`src/tdm_pkg.sv`:
```
// shared constants and types for the multichannel pair control block
package tdm_pkg;
	localparam int ADDR_W = 8;
	localparam logic [7:0] OFF_CTRL = 8'h00;
	localparam logic [7:0] OFF_MODE = 8'h04;
	localparam logic [7:0] OFF_TXDATA = 8'h08;
	localparam logic [7:0] OFF_RXDATA = 8'h0c;
	localparam logic [7:0] OFF_TX_SEL = 8'h10;
	localparam logic [7:0] OFF_TX_CMP = 8'h20;
	localparam logic [7:0] OFF_RX_SEL = 8'h30;
	localparam logic [7:0] OFF_RX_CMP = 8'h40;
	localparam logic [7:0] OFF_LAST = 8'h4c;
	localparam int CTL_EN_A = 0;
	localparam int CTL_DLY_LO = 1;
	localparam int CTL_CNT_LO = 5;
	localparam int CTL_LOOP = 12;
	localparam int CTL_RSV_LO = 13;
	localparam int CTL_SLOT_LO = 16;
	localparam int CTL_EN_B = 23;
	localparam int CTL_DMA_LO = 24;
	localparam int CTL_CHN_LO = 28;
	localparam logic [31:0] CTL_WMASK = 32'h00801fff;
	localparam int MODE_OPM = 0;
	localparam int MODE_DIR_A = 1;
	localparam int MODE_DIR_B = 2;
	localparam int MODE_DT_LO = 4;
	localparam logic [31:0] MODE_WMASK = 32'h00000037;
	localparam int RX_VALID_BIT = 16;
	localparam logic [31:0] CTRL_RST = 32'h00000000;
	localparam logic [31:0] MODE_RST = 32'h00000000;
	localparam logic [31:0] MAP_RST = 32'h00000000;
	localparam logic [15:0] TXDATA_RST = 16'h0000;
	localparam logic [2:0] BIT_LAST = 3'h7;
	localparam logic [1:0] LAW_MU = 2'h2;
	localparam logic [1:0] LAW_A = 2'h3;
	localparam logic [15:0] MU_BIAS = 16'h0084;
	localparam logic [7:0] A_LAW_XOR = 8'h55;
	localparam logic [1:0] RESP_OKAY = 2'h0;
	localparam logic [1:0] RESP_SLVERR = 2'h2;
	typedef enum logic [2:0] {
		ST_IDLE = 3'b001,
		ST_DELAY = 3'b010,
		ST_SLOT = 3'b100
	} tdm_state_t;
	typedef struct packed {
		logic sclk;
		logic fsync;
		logic data_a;
		logic data_b;
	} tdm_link_in_t;
	typedef struct packed {
		logic data_a;
		logic oe_a;
		logic data_b;
		logic oe_b;
	} tdm_link_out_t;
endpackage : tdm_pkg

```
`src/tdm_mc_ctrl.sv`:
```
// multichannel pair control: register slave, frame sequencer, slot transmit and receive
`timescale 1ns/1ps
// Operation
// two partner ports share this one control register and frame engine
// bit 0 enables multichannel operation only while operating mode select is 0
// delay field bits 4..1 inserts 1 to 15 serial clocks before first bit
// delay zero makes frame sync coincide with the first data bit
// bits 11..5 hold slots per frame minus one, 1 to 128 slots
// bit 12 loops the pair's transmitter into its partner receiver
// each port's direction bit picks transmitter or receiver in loopback
// bits 22..16 read the current transmit slot, held until next slot
// bit 23 enables the B port of the pair
// bits 27..24 read DMA active status of both ports, channels A and B
// bits 31..28 read chain descriptor load status, channels A and B
// four 32-bit transmit select words mark slots 0 to 127 active
// an active transmit slot sends its word in that slot position
// an unselected transmit slot leaves the data output undriven all slot
// a transmit compand bit applies the chosen law to the outgoing word
// a clear transmit compand bit sends the word unchanged
// a selected receive slot loads its word into the receive buffer
// an unselected receive slot is ignored and loads nothing
// a receive compand bit expands the received word by the chosen law
// a clear receive compand bit passes the received word unchanged
// slot n maps to bit n mod 32 of map word n div 32
// reserved control bits 15..13 read zero and ignore writes
module tdm_mc_ctrl (
	input wire logic core_clk_in,
	input wire logic nrst_in,
	input wire logic awvalid_in,
	output logic awready_out,
	input wire logic [tdm_pkg::ADDR_W-1:0] awaddr_in,
	input wire logic wvalid_in,
	output logic wready_out,
	input wire logic [31:0] wdata_in,
	input wire logic [3:0] wstrb_in,
	output logic bvalid_out,
	input wire logic bready_in,
	output logic [1:0] bresp_out,
	input wire logic arvalid_in,
	output logic arready_out,
	input wire logic [tdm_pkg::ADDR_W-1:0] araddr_in,
	output logic rvalid_out,
	input wire logic rready_in,
	output logic [31:0] rdata_out,
	output logic [1:0] rresp_out,
	input wire logic [3:0] dma_active_in,
	input wire logic [3:0] chain_load_in,
	input wire tdm_pkg::tdm_link_in_t link_in,
	output tdm_pkg::tdm_link_out_t link_out
);
	import tdm_pkg::*;

	logic [31:0] ctrl_q;
	logic [31:0] mode_q;
	logic [15:0] tx_hold;
	logic [3:0][31:0] tx_sel;
	logic [3:0][31:0] tx_cmp;
	logic [3:0][31:0] rx_sel;
	logic [3:0][31:0] rx_cmp;
	logic [15:0] rx_buf;
	logic rx_valid;
	logic [6:0] cur_slot;
	logic aw_full;
	logic w_full;
	logic [ADDR_W-1:0] aw_addr;
	logic [31:0] w_data;
	logic [3:0] w_strb;
	logic [3:0] sync1;
	logic [3:0] sync2;
	logic sclk_d;
	tdm_state_t state;
	tdm_state_t next_state;
	logic [6:0] slot;
	logic [2:0] bit_cnt;
	logic [3:0] dly_cnt;
	logic [7:0] tx_shift;
	logic [7:0] rx_shift;

	function automatic logic [31:0] merge(input logic [31:0] old, input logic [31:0] val,
		input logic [3:0] strb);
		logic [31:0] m;
		m = {{8{strb[3]}}, {8{strb[2]}}, {8{strb[1]}}, {8{strb[0]}}};
		return (old & ~m) | (val & m);
	endfunction : merge

	// register bus decode
	wire aw_hs = awvalid_in & awready_out;
	wire w_hs = wvalid_in & wready_out;
	wire do_write = aw_full & w_full & ~bvalid_out;
	wire wr_hit = aw_addr[7:2] <= OFF_LAST[7:2];
	wire [4:0] wr_idx = aw_addr[6:2];
	wire [2:0] wr_grp = wr_idx[4:2];
	wire [1:0] wr_word = wr_idx[1:0];
	wire ar_hs = arvalid_in & arready_out;
	wire rd_hit = araddr_in[7:2] <= OFF_LAST[7:2];
	wire [4:0] rd_idx = araddr_in[6:2];
	wire [2:0] rd_grp = rd_idx[4:2];
	wire [1:0] rd_word = rd_idx[1:0];
	wire rx_rd = ar_hs & rd_hit & (rd_idx == OFF_RXDATA[6:2]);

	assign awready_out = ~aw_full & ~bvalid_out;
	assign wready_out = ~w_full & ~bvalid_out;
	assign arready_out = ~rvalid_out;

	// status fields come from cur_slot and the live inputs, not ctrl_q, so writes cannot disturb them
	wire [31:0] ctrl_rd = (ctrl_q & CTL_WMASK)
		| ({25'h0, cur_slot} << CTL_SLOT_LO)
		| ({28'h0, dma_active_in} << CTL_DMA_LO)
		| ({28'h0, chain_load_in} << CTL_CHN_LO);
	wire [31:0] rx_rd_word = {15'h0, rx_valid, rx_buf};
	wire [31:0] map_rd = (rd_grp == OFF_TX_SEL[6:4]) ? tx_sel[rd_word] :
		(rd_grp == OFF_TX_CMP[6:4]) ? tx_cmp[rd_word] :
		(rd_grp == OFF_RX_SEL[6:4]) ? rx_sel[rd_word] : rx_cmp[rd_word];
	wire [31:0] rd_mux = (rd_idx == OFF_CTRL[6:2]) ? ctrl_rd :
		(rd_idx == OFF_MODE[6:2]) ? mode_q :
		(rd_idx == OFF_TXDATA[6:2]) ? {16'h0, tx_hold} :
		(rd_idx == OFF_RXDATA[6:2]) ? rx_rd_word : map_rd;

	always_ff @(posedge core_clk_in) begin
		if (!nrst_in) begin
			aw_full <= 1'b0;
			w_full <= 1'b0;
			aw_addr <= '0;
			w_data <= 32'h0;
			w_strb <= 4'h0;
			bvalid_out <= 1'b0;
			bresp_out <= RESP_OKAY;
		end else begin
			if (aw_hs) begin
				aw_full <= 1'b1;
				aw_addr <= awaddr_in;
			end
			if (w_hs) begin
				w_full <= 1'b1;
				w_data <= wdata_in;
				w_strb <= wstrb_in;
			end
			if (do_write) begin
				aw_full <= 1'b0;
				w_full <= 1'b0;
				bvalid_out <= 1'b1;
				bresp_out <= wr_hit ? RESP_OKAY : RESP_SLVERR;
			end else if (bready_in) begin
				bvalid_out <= 1'b0;
			end
		end
	end

	always_ff @(posedge core_clk_in) begin
		if (!nrst_in) begin
			rvalid_out <= 1'b0;
			rdata_out <= 32'h0;
			rresp_out <= RESP_OKAY;
		end else if (ar_hs) begin
			rvalid_out <= 1'b1;
			rdata_out <= rd_hit ? rd_mux : 32'h0;
			rresp_out <= rd_hit ? RESP_OKAY : RESP_SLVERR;
		end else if (rready_in) begin
			rvalid_out <= 1'b0;
		end
	end

	// software-written registers
	always_ff @(posedge core_clk_in) begin
		if (!nrst_in) begin
			ctrl_q <= CTRL_RST;
			mode_q <= MODE_RST;
			tx_hold <= TXDATA_RST;
			tx_sel <= {4{MAP_RST}};
			tx_cmp <= {4{MAP_RST}};
			rx_sel <= {4{MAP_RST}};
			rx_cmp <= {4{MAP_RST}};
		end else if (do_write && wr_hit) begin
			if (wr_idx == OFF_CTRL[6:2]) ctrl_q <= merge(ctrl_q, w_data, w_strb) & CTL_WMASK;
			if (wr_idx == OFF_MODE[6:2]) mode_q <= merge(mode_q, w_data, w_strb) & MODE_WMASK;
			if (wr_idx == OFF_TXDATA[6:2]) tx_hold <= 16'(merge({16'h0, tx_hold}, w_data, w_strb));
			if (wr_grp == OFF_TX_SEL[6:4]) tx_sel[wr_word] <= merge(tx_sel[wr_word], w_data, w_strb);
			if (wr_grp == OFF_TX_CMP[6:4]) tx_cmp[wr_word] <= merge(tx_cmp[wr_word], w_data, w_strb);
			if (wr_grp == OFF_RX_SEL[6:4]) rx_sel[wr_word] <= merge(rx_sel[wr_word], w_data, w_strb);
			if (wr_grp == OFF_RX_CMP[6:4]) rx_cmp[wr_word] <= merge(rx_cmp[wr_word], w_data, w_strb);
		end
	end

	// link pins pass two flops; a third copy of the clock finds its falling edge
	always_ff @(posedge core_clk_in) begin
		if (!nrst_in) begin
			sync1 <= 4'h0;
			sync2 <= 4'h0;
			sclk_d <= 1'b0;
		end else begin
			sync1 <= link_in;
			sync2 <= sync1;
			sclk_d <= sync2[3];
		end
	end

	wire sclk_s = sync2[3];
	wire fs_s = sync2[2];
	wire da_s = sync2[1];
	wire db_s = sync2[0];
	wire fall = ~sclk_s & sclk_d;

	wire mc_on = ctrl_q[CTL_EN_A] & ~mode_q[MODE_OPM];
	wire en_b = ctrl_q[CTL_EN_B];
	wire [3:0] dly = ctrl_q[CTL_DLY_LO +: 4];
	wire [6:0] slot_cnt = ctrl_q[CTL_CNT_LO +: 7];
	wire loop_on = ctrl_q[CTL_LOOP];
	wire dir_a = mode_q[MODE_DIR_A];
	wire dir_b = mode_q[MODE_DIR_B];
	wire [1:0] dt = mode_q[MODE_DT_LO +: 2];
	wire law_on = dt[1];
	wire [127:0] tx_sel_flat = tx_sel;
	wire [127:0] tx_cmp_flat = tx_cmp;
	wire [127:0] rx_sel_flat = rx_sel;
	wire [127:0] rx_cmp_flat = rx_cmp;

	wire start0 = mc_on & fall & fs_s & (state == ST_IDLE);
	wire bit_fall = mc_on & fall & ((state == ST_SLOT) | (start0 & (dly == 4'h0))
		| ((state == ST_DELAY) & (dly_cnt == 4'h1)));
	wire slot_end = bit_fall & (bit_cnt == BIT_LAST);
	wire frame_end = slot_end & (slot == slot_cnt);
	wire [6:0] next_slot = slot + 7'h01;
	wire [6:0] ws = slot_end ? next_slot : slot;

	wire [7:0] code_c;
	wire [15:0] lin_e;
	wire [7:0] tx_word = (tx_cmp_flat[ws] & law_on) ? code_c : tx_hold[7:0];
	wire tx_bit = tx_shift[7];
	// with loopback the partner never leaves the chip; pins still carry the stream
	wire rx_src = ~dir_a ? da_s : db_s;
	wire din = loop_on ? tx_bit : rx_src;
	wire rx_active = ~dir_a | (~dir_b & en_b);
	wire [7:0] rx_word = {rx_shift[6:0], din};
	wire rx_take = slot_end & rx_sel_flat[slot] & rx_active;
	wire [15:0] rx_value = (rx_cmp_flat[slot] & law_on) ? lin_e : {8'h00, rx_word};
	wire tx_drive = mc_on & tx_sel_flat[slot];

	tdm_compand u_compand (
		.law_in(dt),
		.lin_in(tx_hold),
		.code_in(rx_word),
		.code_out(code_c),
		.lin_out(lin_e)
	);

	always_comb begin
		next_state = state;
		case (state)
			ST_IDLE: begin
				if (start0) next_state = (dly == 4'h0) ? ST_SLOT : ST_DELAY;
			end
			ST_DELAY: begin
				if (bit_fall) next_state = ST_SLOT;
			end
			ST_SLOT: begin
				if (frame_end) next_state = ST_IDLE;
			end
			default: next_state = ST_IDLE;
		endcase
		if (!mc_on) next_state = ST_IDLE;
	end

	always_ff @(posedge core_clk_in) begin
		if (!nrst_in) begin
			state <= ST_IDLE;
			slot <= 7'h00;
			bit_cnt <= 3'h0;
			dly_cnt <= 4'h0;
			tx_shift <= 8'h00;
			rx_shift <= 8'h00;
		end else begin
			state <= next_state;
			if (start0) dly_cnt <= dly;
			else if (fall && state == ST_DELAY) dly_cnt <= dly_cnt - 4'h1;
			if (bit_fall) begin
				bit_cnt <= bit_cnt + 3'h1;
				rx_shift <= rx_word;
				tx_shift <= slot_end ? tx_word : {tx_shift[6:0], 1'b0};
				if (slot_end) slot <= frame_end ? 7'h00 : next_slot;
			end else if (state == ST_IDLE) begin
				// slot 0 is preloaded so a zero delay can send on the sync edge
				tx_shift <= tx_word;
				bit_cnt <= 3'h0;
				slot <= 7'h00;
			end
		end
	end

	always_ff @(posedge core_clk_in) begin
		if (!nrst_in) begin
			cur_slot <= 7'h00;
			rx_buf <= 16'h0000;
			rx_valid <= 1'b0;
			link_out <= '0;
		end else begin
			if (bit_fall && bit_cnt == 3'h0) cur_slot <= slot;
			if (rx_take) rx_buf <= rx_value;
			rx_valid <= rx_take | (rx_valid & ~rx_rd);
			link_out.data_a <= tx_bit;
			link_out.data_b <= tx_bit;
			link_out.oe_a <= tx_drive & dir_a;
			link_out.oe_b <= tx_drive & dir_b & en_b;
		end
	end

	property p_reserved_zero;
		@(posedge core_clk_in) disable iff (!nrst_in)
		(ar_hs && rd_idx == OFF_CTRL[6:2]) |=> rdata_out[15:13] == 3'h0;
	endproperty
	a_reserved_zero: assert property (p_reserved_zero) else $error("reserved bits not zero");

	property p_mc_off;
		@(posedge core_clk_in) disable iff (!nrst_in)
		!mc_on |=> state == ST_IDLE && !link_out.oe_a && !link_out.oe_b;
	endproperty
	a_mc_off: assert property (p_mc_off) else $error("engine active while disabled");

	property p_delay_zero;
		@(posedge core_clk_in) disable iff (!nrst_in)
		(start0 && dly == 4'h0) |=> state == ST_SLOT && bit_cnt == 3'h1;
	endproperty
	a_delay_zero: assert property (p_delay_zero) else $error("zero delay not immediate");

	property p_delay_load;
		@(posedge core_clk_in) disable iff (!nrst_in)
		(start0 && dly != 4'h0) |=> state == ST_DELAY && dly_cnt == $past(dly) && bit_cnt == 3'h0;
	endproperty
	a_delay_load: assert property (p_delay_load) else $error("frame delay wrong");

	property p_slot_wrap;
		@(posedge core_clk_in) disable iff (!nrst_in)
		(slot_end && slot == slot_cnt && mc_on) |=> state == ST_IDLE && slot == 7'h00;
	endproperty
	a_slot_wrap: assert property (p_slot_wrap) else $error("frame did not end");

	property p_tx_tristate;
		@(posedge core_clk_in) disable iff (!nrst_in)
		(state == ST_SLOT && !tx_sel_flat[slot]) |=> !link_out.oe_a && !link_out.oe_b;
	endproperty
	a_tx_tristate: assert property (p_tx_tristate) else $error("unselected slot driven");

	property p_rx_load;
		@(posedge core_clk_in) disable iff (!nrst_in)
		rx_take |=> rx_valid && rx_buf == $past(rx_value);
	endproperty
	a_rx_load: assert property (p_rx_load) else $error("selected slot not loaded");

	property p_rx_ignore;
		@(posedge core_clk_in) disable iff (!nrst_in)
		(slot_end && !rx_sel_flat[slot]) |=> $stable(rx_buf);
	endproperty
	a_rx_ignore: assert property (p_rx_ignore) else $error("ignored slot loaded");

	property p_cur_slot;
		@(posedge core_clk_in) disable iff (!nrst_in)
		(bit_fall && bit_cnt == 3'h0) |=> cur_slot == $past(slot) && ctrl_rd[22:16] == $past(slot);
	endproperty
	a_cur_slot: assert property (p_cur_slot) else $error("current slot not reported");

	property p_loop_rx;
		@(posedge core_clk_in) disable iff (!nrst_in)
		(bit_fall && loop_on) |=> rx_shift[0] == $past(tx_bit);
	endproperty
	a_loop_rx: assert property (p_loop_rx) else $error("loopback bit mismatch");

	c_frame_end: cover property (@(posedge core_clk_in) disable iff (!nrst_in) frame_end);
	c_delay_frame: cover property (@(posedge core_clk_in) disable iff (!nrst_in)
		state == ST_DELAY ##1 state == ST_SLOT);
	c_loop_take: cover property (@(posedge core_clk_in) disable iff (!nrst_in) rx_take && loop_on);
endmodule : tdm_mc_ctrl

```
`src/tdm_compand.sv`:
```
// segment compander: linear word to 8-bit law code and back
`timescale 1ns/1ps
module tdm_compand (
	input wire logic [1:0] law_in,
	input wire logic [15:0] lin_in,
	input wire logic [7:0] code_in,
	output logic [7:0] code_out,
	output logic [15:0] lin_out
);
	import tdm_pkg::*;

	logic [15:0] bias;
	logic [15:0] mag;
	logic [15:0] biased;
	logic [2:0] seg;
	logic [15:0] shifted;
	logic [7:0] raw_c;
	logic [7:0] raw_e;
	logic [15:0] e_base;
	logic [15:0] e_mag;

	assign bias = (law_in == LAW_MU) ? MU_BIAS : 16'h0000;
	assign mag = lin_in[15] ? (16'h0000 - lin_in) : lin_in;
	// saturate so the most negative input cannot wrap into a small code
	assign biased = (mag > (16'h7fff - bias)) ? 16'h7fff : (mag + bias);

	always_comb begin
		seg = 3'h0;
		for (int i = 0; i < 7; i++) begin
			if (biased[i + 8]) begin
				seg = 3'(i + 1);
			end
		end
	end

	assign shifted = biased >> ({1'b0, seg} + 4'h3);
	assign raw_c = {lin_in[15], seg, shifted[3:0]};
	assign code_out = (law_in == LAW_MU) ? ~raw_c : (raw_c ^ A_LAW_XOR);

	assign raw_e = (law_in == LAW_MU) ? ~code_in : (code_in ^ A_LAW_XOR);
	assign e_base = {8'h01, raw_e[3:0], 4'h4} >> 1;
	assign e_mag = (e_base << raw_e[6:4]) - bias;
	assign lin_out = raw_e[7] ? (16'h0000 - e_mag) : e_mag;
endmodule : tdm_compand

```
`config.mk`:
```
export PLATFORM = sky130hd
export DESIGN_NAME = tdm_mc_ctrl
export DESIGN_NICKNAME = d
export VERILOG_FILES = /design/src/tdm_pkg.sv /design/src/tdm_mc_ctrl.sv /design/src/tdm_compand.sv
export SDC_FILE = /design/constraint.sdc
export NUM_CORES = 2
export LEC_CHECK = 0
export ABC_AREA = 1
export ABC_CLOCK_PERIOD_IN_PS = 3000
export BUFFER_PORTS_ARGS = -buffer_cell sky130_fd_sc_hd__buf_2
export CORE_MARGIN = 5
export CORE_UTILIZATION = 33
export CTS_CLUSTER_DIAMETER = 100
export DETAILED_ROUTE_END_ITERATION = 16
export PLACE_DENSITY = 0.49
export SLEW_MARGIN = 20
export SYNTH_ARGS = -nofsm -noshare
export SYNTH_HDL_FRONTEND = slang
export SYNTH_HIERARCHICAL = 1
export SYNTH_SLANG_ARGS = --single-unit
```
`constraint.sdc`:
```
create_clock -name core_clk_in -period 3 [get_ports core_clk_in]
set_input_delay 0.75 -clock core_clk_in [delete_from_list [all_inputs] [get_ports core_clk_in]]
set_output_delay 0.75 -clock core_clk_in [all_outputs]
set_load 0.02 [all_outputs]
```
==> flow_summary.ini <==
[grt]
grt_max_degree = 169
first_global_vias = 40400
antenna_found_initial = 5
grt.total_usage = 0.292
grt_remaining_overflow = 0
grt_pass1_wl_um = 277000

[sta]
finClkSkew_ns = 0.0429
final-setup-viol-count = 5
setup_ws_ns = -0.245
layout_min_cycle_time_ns = 3.24
rsz0062_at_grt = yes
worstMarginPinSlew_ns = 1.16
drv_slew = 0
slew_headroom = 0.225
timing.fmax_mhz = 308
hold_viol = 0
finalCritPeriodShare = 1.08

[synthesis]
yosysTopAreaCellShare = 0.359
synthTopCellsByArea = dfxtp_1 (36%), o21ai_0 (12%), nand2_1 (9.6%)
async_flop_share = 0
synth_seq_cells = 695
synth_edf_count = 0
synth_top_area_cell = dfxtp_1
synthTopCellsByCount = nand2_1 (997), o21ai_0 (913), dfxtp_1 (695), a21oi_1 (691), inv_1 (559)
synth_flop_cell = dfxtp_1
yosys.cell_types.count = 60
postSynthAreaPerCell_sq_um = 6.66
yosysMostFrequentCell = nand2_1
ys_seq_area_frac = 0.359
synth.cell_area_sq_um = 38800
yosys_warnings = 6
netlist_instances = 5823

[critical_path]
ff2ff_setup_slack_ns = -0.24
worstPathArrival_ns = 3.81
critPathSlowestCell = o31ai_1
cpPeakStageDelay_ns = 0.36
cpMostUsedCell = nand3_1
reg2reg_to = tx_shift[3]
cp-end-kind = register
worstRegToRegCells = 23
cp_max_fo = 6
critPathKind = reg -> reg
start_kind = register
path_cells = nor2_4 -> nand3_2 -> nor2_4 -> nor2_2 -> xor2_1 -> ha_1 -> inv_2 -> a21oi_4 -> nand4_1 -> nand2_2 -> nand2_4 -> o21ai_2 -> nand2_2 -> buf_4 -> o31ai_1 -> buf_4 -> nand3_1 -> nand3_1 -> nand2_1 -> inv_1 -> nand2_1 -> nand3_1 -> a21oi_1
cp.required_ns = 3.57

[route]
wire_per_inst_um = 24.9
via_per_inst = 5.81
drt-total-wl_um = 192000
drc = 0
drtIter0Drc = 5353
vias = 44900
antenna_left = 0
dr.pass1.iters = 7

[power_and_ir_drop]
pwr_density_cell_nw_per_um2 = 463
p_leak_nw = 17.9
power_mw = 22.1
peakVddDrop_mv = 0.418

[worst_hold_path]
worstHoldPathType = in -> reg
min_path_cells = 3
hold-path-endpoint = sync1[0]
hp-start = link_in[0]

[clocking]
cts_made_buffers = 87
clk_path_buf_depth = 3
cts_tree = done
clkSlewWorstSetupHoldPaths_ns = 0.06
cts-root-buf = clkbuf_16
htreeDepth = 3
clock_latency_ns = 0.69
clkSinkCount = 695

[placement]
io_buffers = 109
place.gp.congestion = 0.975
dpl.hpwl_um = 135000
dp_cells = 7553

[die]
die_w_um = 353
die_area_sq_um = 125000
die_height_um = 353
placementRows = 125
coreArea_sq_um = 117000
boundaryPins = 116
start_util = 0.333

[run_status]
violations = negative setup slack
status = complete, but fails checks

[cells_and_area]
drive_gt1_frac = 0.162
fin_nets = 6220
utilization = 0.411
n_fill_cell = 12200
area_growth_pct = 23.3
stdcell_count = 7724

[run]
drv_cap = 0
area by class of cell:
class | instances | area, sq um | area share
diodes | 5 | 12.5 | 0.000261
inverters | 595 | 2270 | 0.0474
clock inverters | 24 | 299 | 0.00625
multi-input cells | 4083 | 21300 | 0.445
clock buffers | 125 | 2500 | 0.0523
repair buffers | 673 | 5650 | 0.118
flip-flops and latches | 695 | 13900 | 0.291
well taps | 1524 | 1910 | 0.0399
through the flow:
stage | TNS (ns) | setup slack (ns) | hold slack (ns) | instance area [sq um]
6_report | -0.789 | -0.245 | 0.254 | 47800
3_5_place_dp | -6.89 | -0.447 | 0.406 | 44500
5_1_grt | -3.09 | -0.460 | 0.233 | 47800
4_1_cts | -0.582 | -0.173 | 0.214 | 47500
2_1_floorplan | -0.0356 | -0.0356 | 0.390 | 38800
3_3_place_gp | -6.23 | -0.546 | 0.398 | 44500
critical path, delay by kind of cell (launching register included):
kind / cells / cell delay, ns
AND/OR/NAND/NOR: 13 / 1.18
AO/OA/AOI/OAI: 4 / 0.68
buffers and inverters: 4 / 0.46
flip-flops: 1 / 0.35
adder cells (fa/ha/maj): 1 / 0.31
XOR/XNOR: 1 / 0.13
where the power goes:
part	internal [mW]	switching, mW
clock network	6.14	4.51
registers	9.32	0.0841
logic	0.528	1.56
metal layers:
layer,GRT usage,part of all wire
met5,0,0.00015
met2,0.443,0.43
met3,0.0481,0.084
met1,0.395,0.42
met4,0.164,0.064
worst max-delay path by stage:
stage	depth (start not counted)	start	end
final	23	register	tx_shift[3]
after global routing	25	register	tx_shift[1]
after CTS	26	register	tx_shift[1]
after detailed placement	14	araddr_in[2]	rdata_out[3]
after global placement	12	araddr_in[2]	rdata_out[13]
after floorplan	25	register	tx_shift[1]
state kept, by name (all words and copies together), names as in the netlist, 3 cells and up, named ones only:
signal	cells
dly_cnt	4
rdata_out	32
cur_slot	7
rx_shift	7
tx_shift	8
w_data	32
sync1	4
link_out	3
rx_sel	128
aw_addr	6
sync2	4
state	3
tx_sel	128
rx_cmp	128
rx_buf	16
bit_cnt	3
w_strb	4
tx_cmp	128
slot	7
cell usage in the layout (no fill, tap or decap), types with 89 or more instances in the layout:
master     synthesis  layout
a21oi_1          691     691
a31oi_1          165     165
buf_2             41     108
buf_4             12     492
clkbuf_16          0      89
dfxtp_1          695     685
inv_1            559     545
nand2_1          997     969
nand3_1          387     371
nor2_1           175     152
o21ai_0          913     904
o22ai_1          306     306
logic make-up after synthesis:
family / count (synthesis) / synth area share
adders and majority gates: 14 / 0.00451
AOI/OAI and AO/OA: 2320 / 0.333
DFF: 695 / 0.359
and+or+nand+nor: 1712 / 0.192
buffers and inverters: 1047 / 0.105
other: 2 / 0.000194
xor gates and xnor gates: 33 / 0.00764
timing repair:
item                                    in CTS  in global routing
buffers inserted                             8                  9
gates cloned                                 0                  1
pin swaps                                   25                 31
endpoints found under the setup margin      16                 25
hold buffers                                 0                  0
gates resized for setup                     31                 87
No activity file was read; power rests on OpenSTA's default activity.
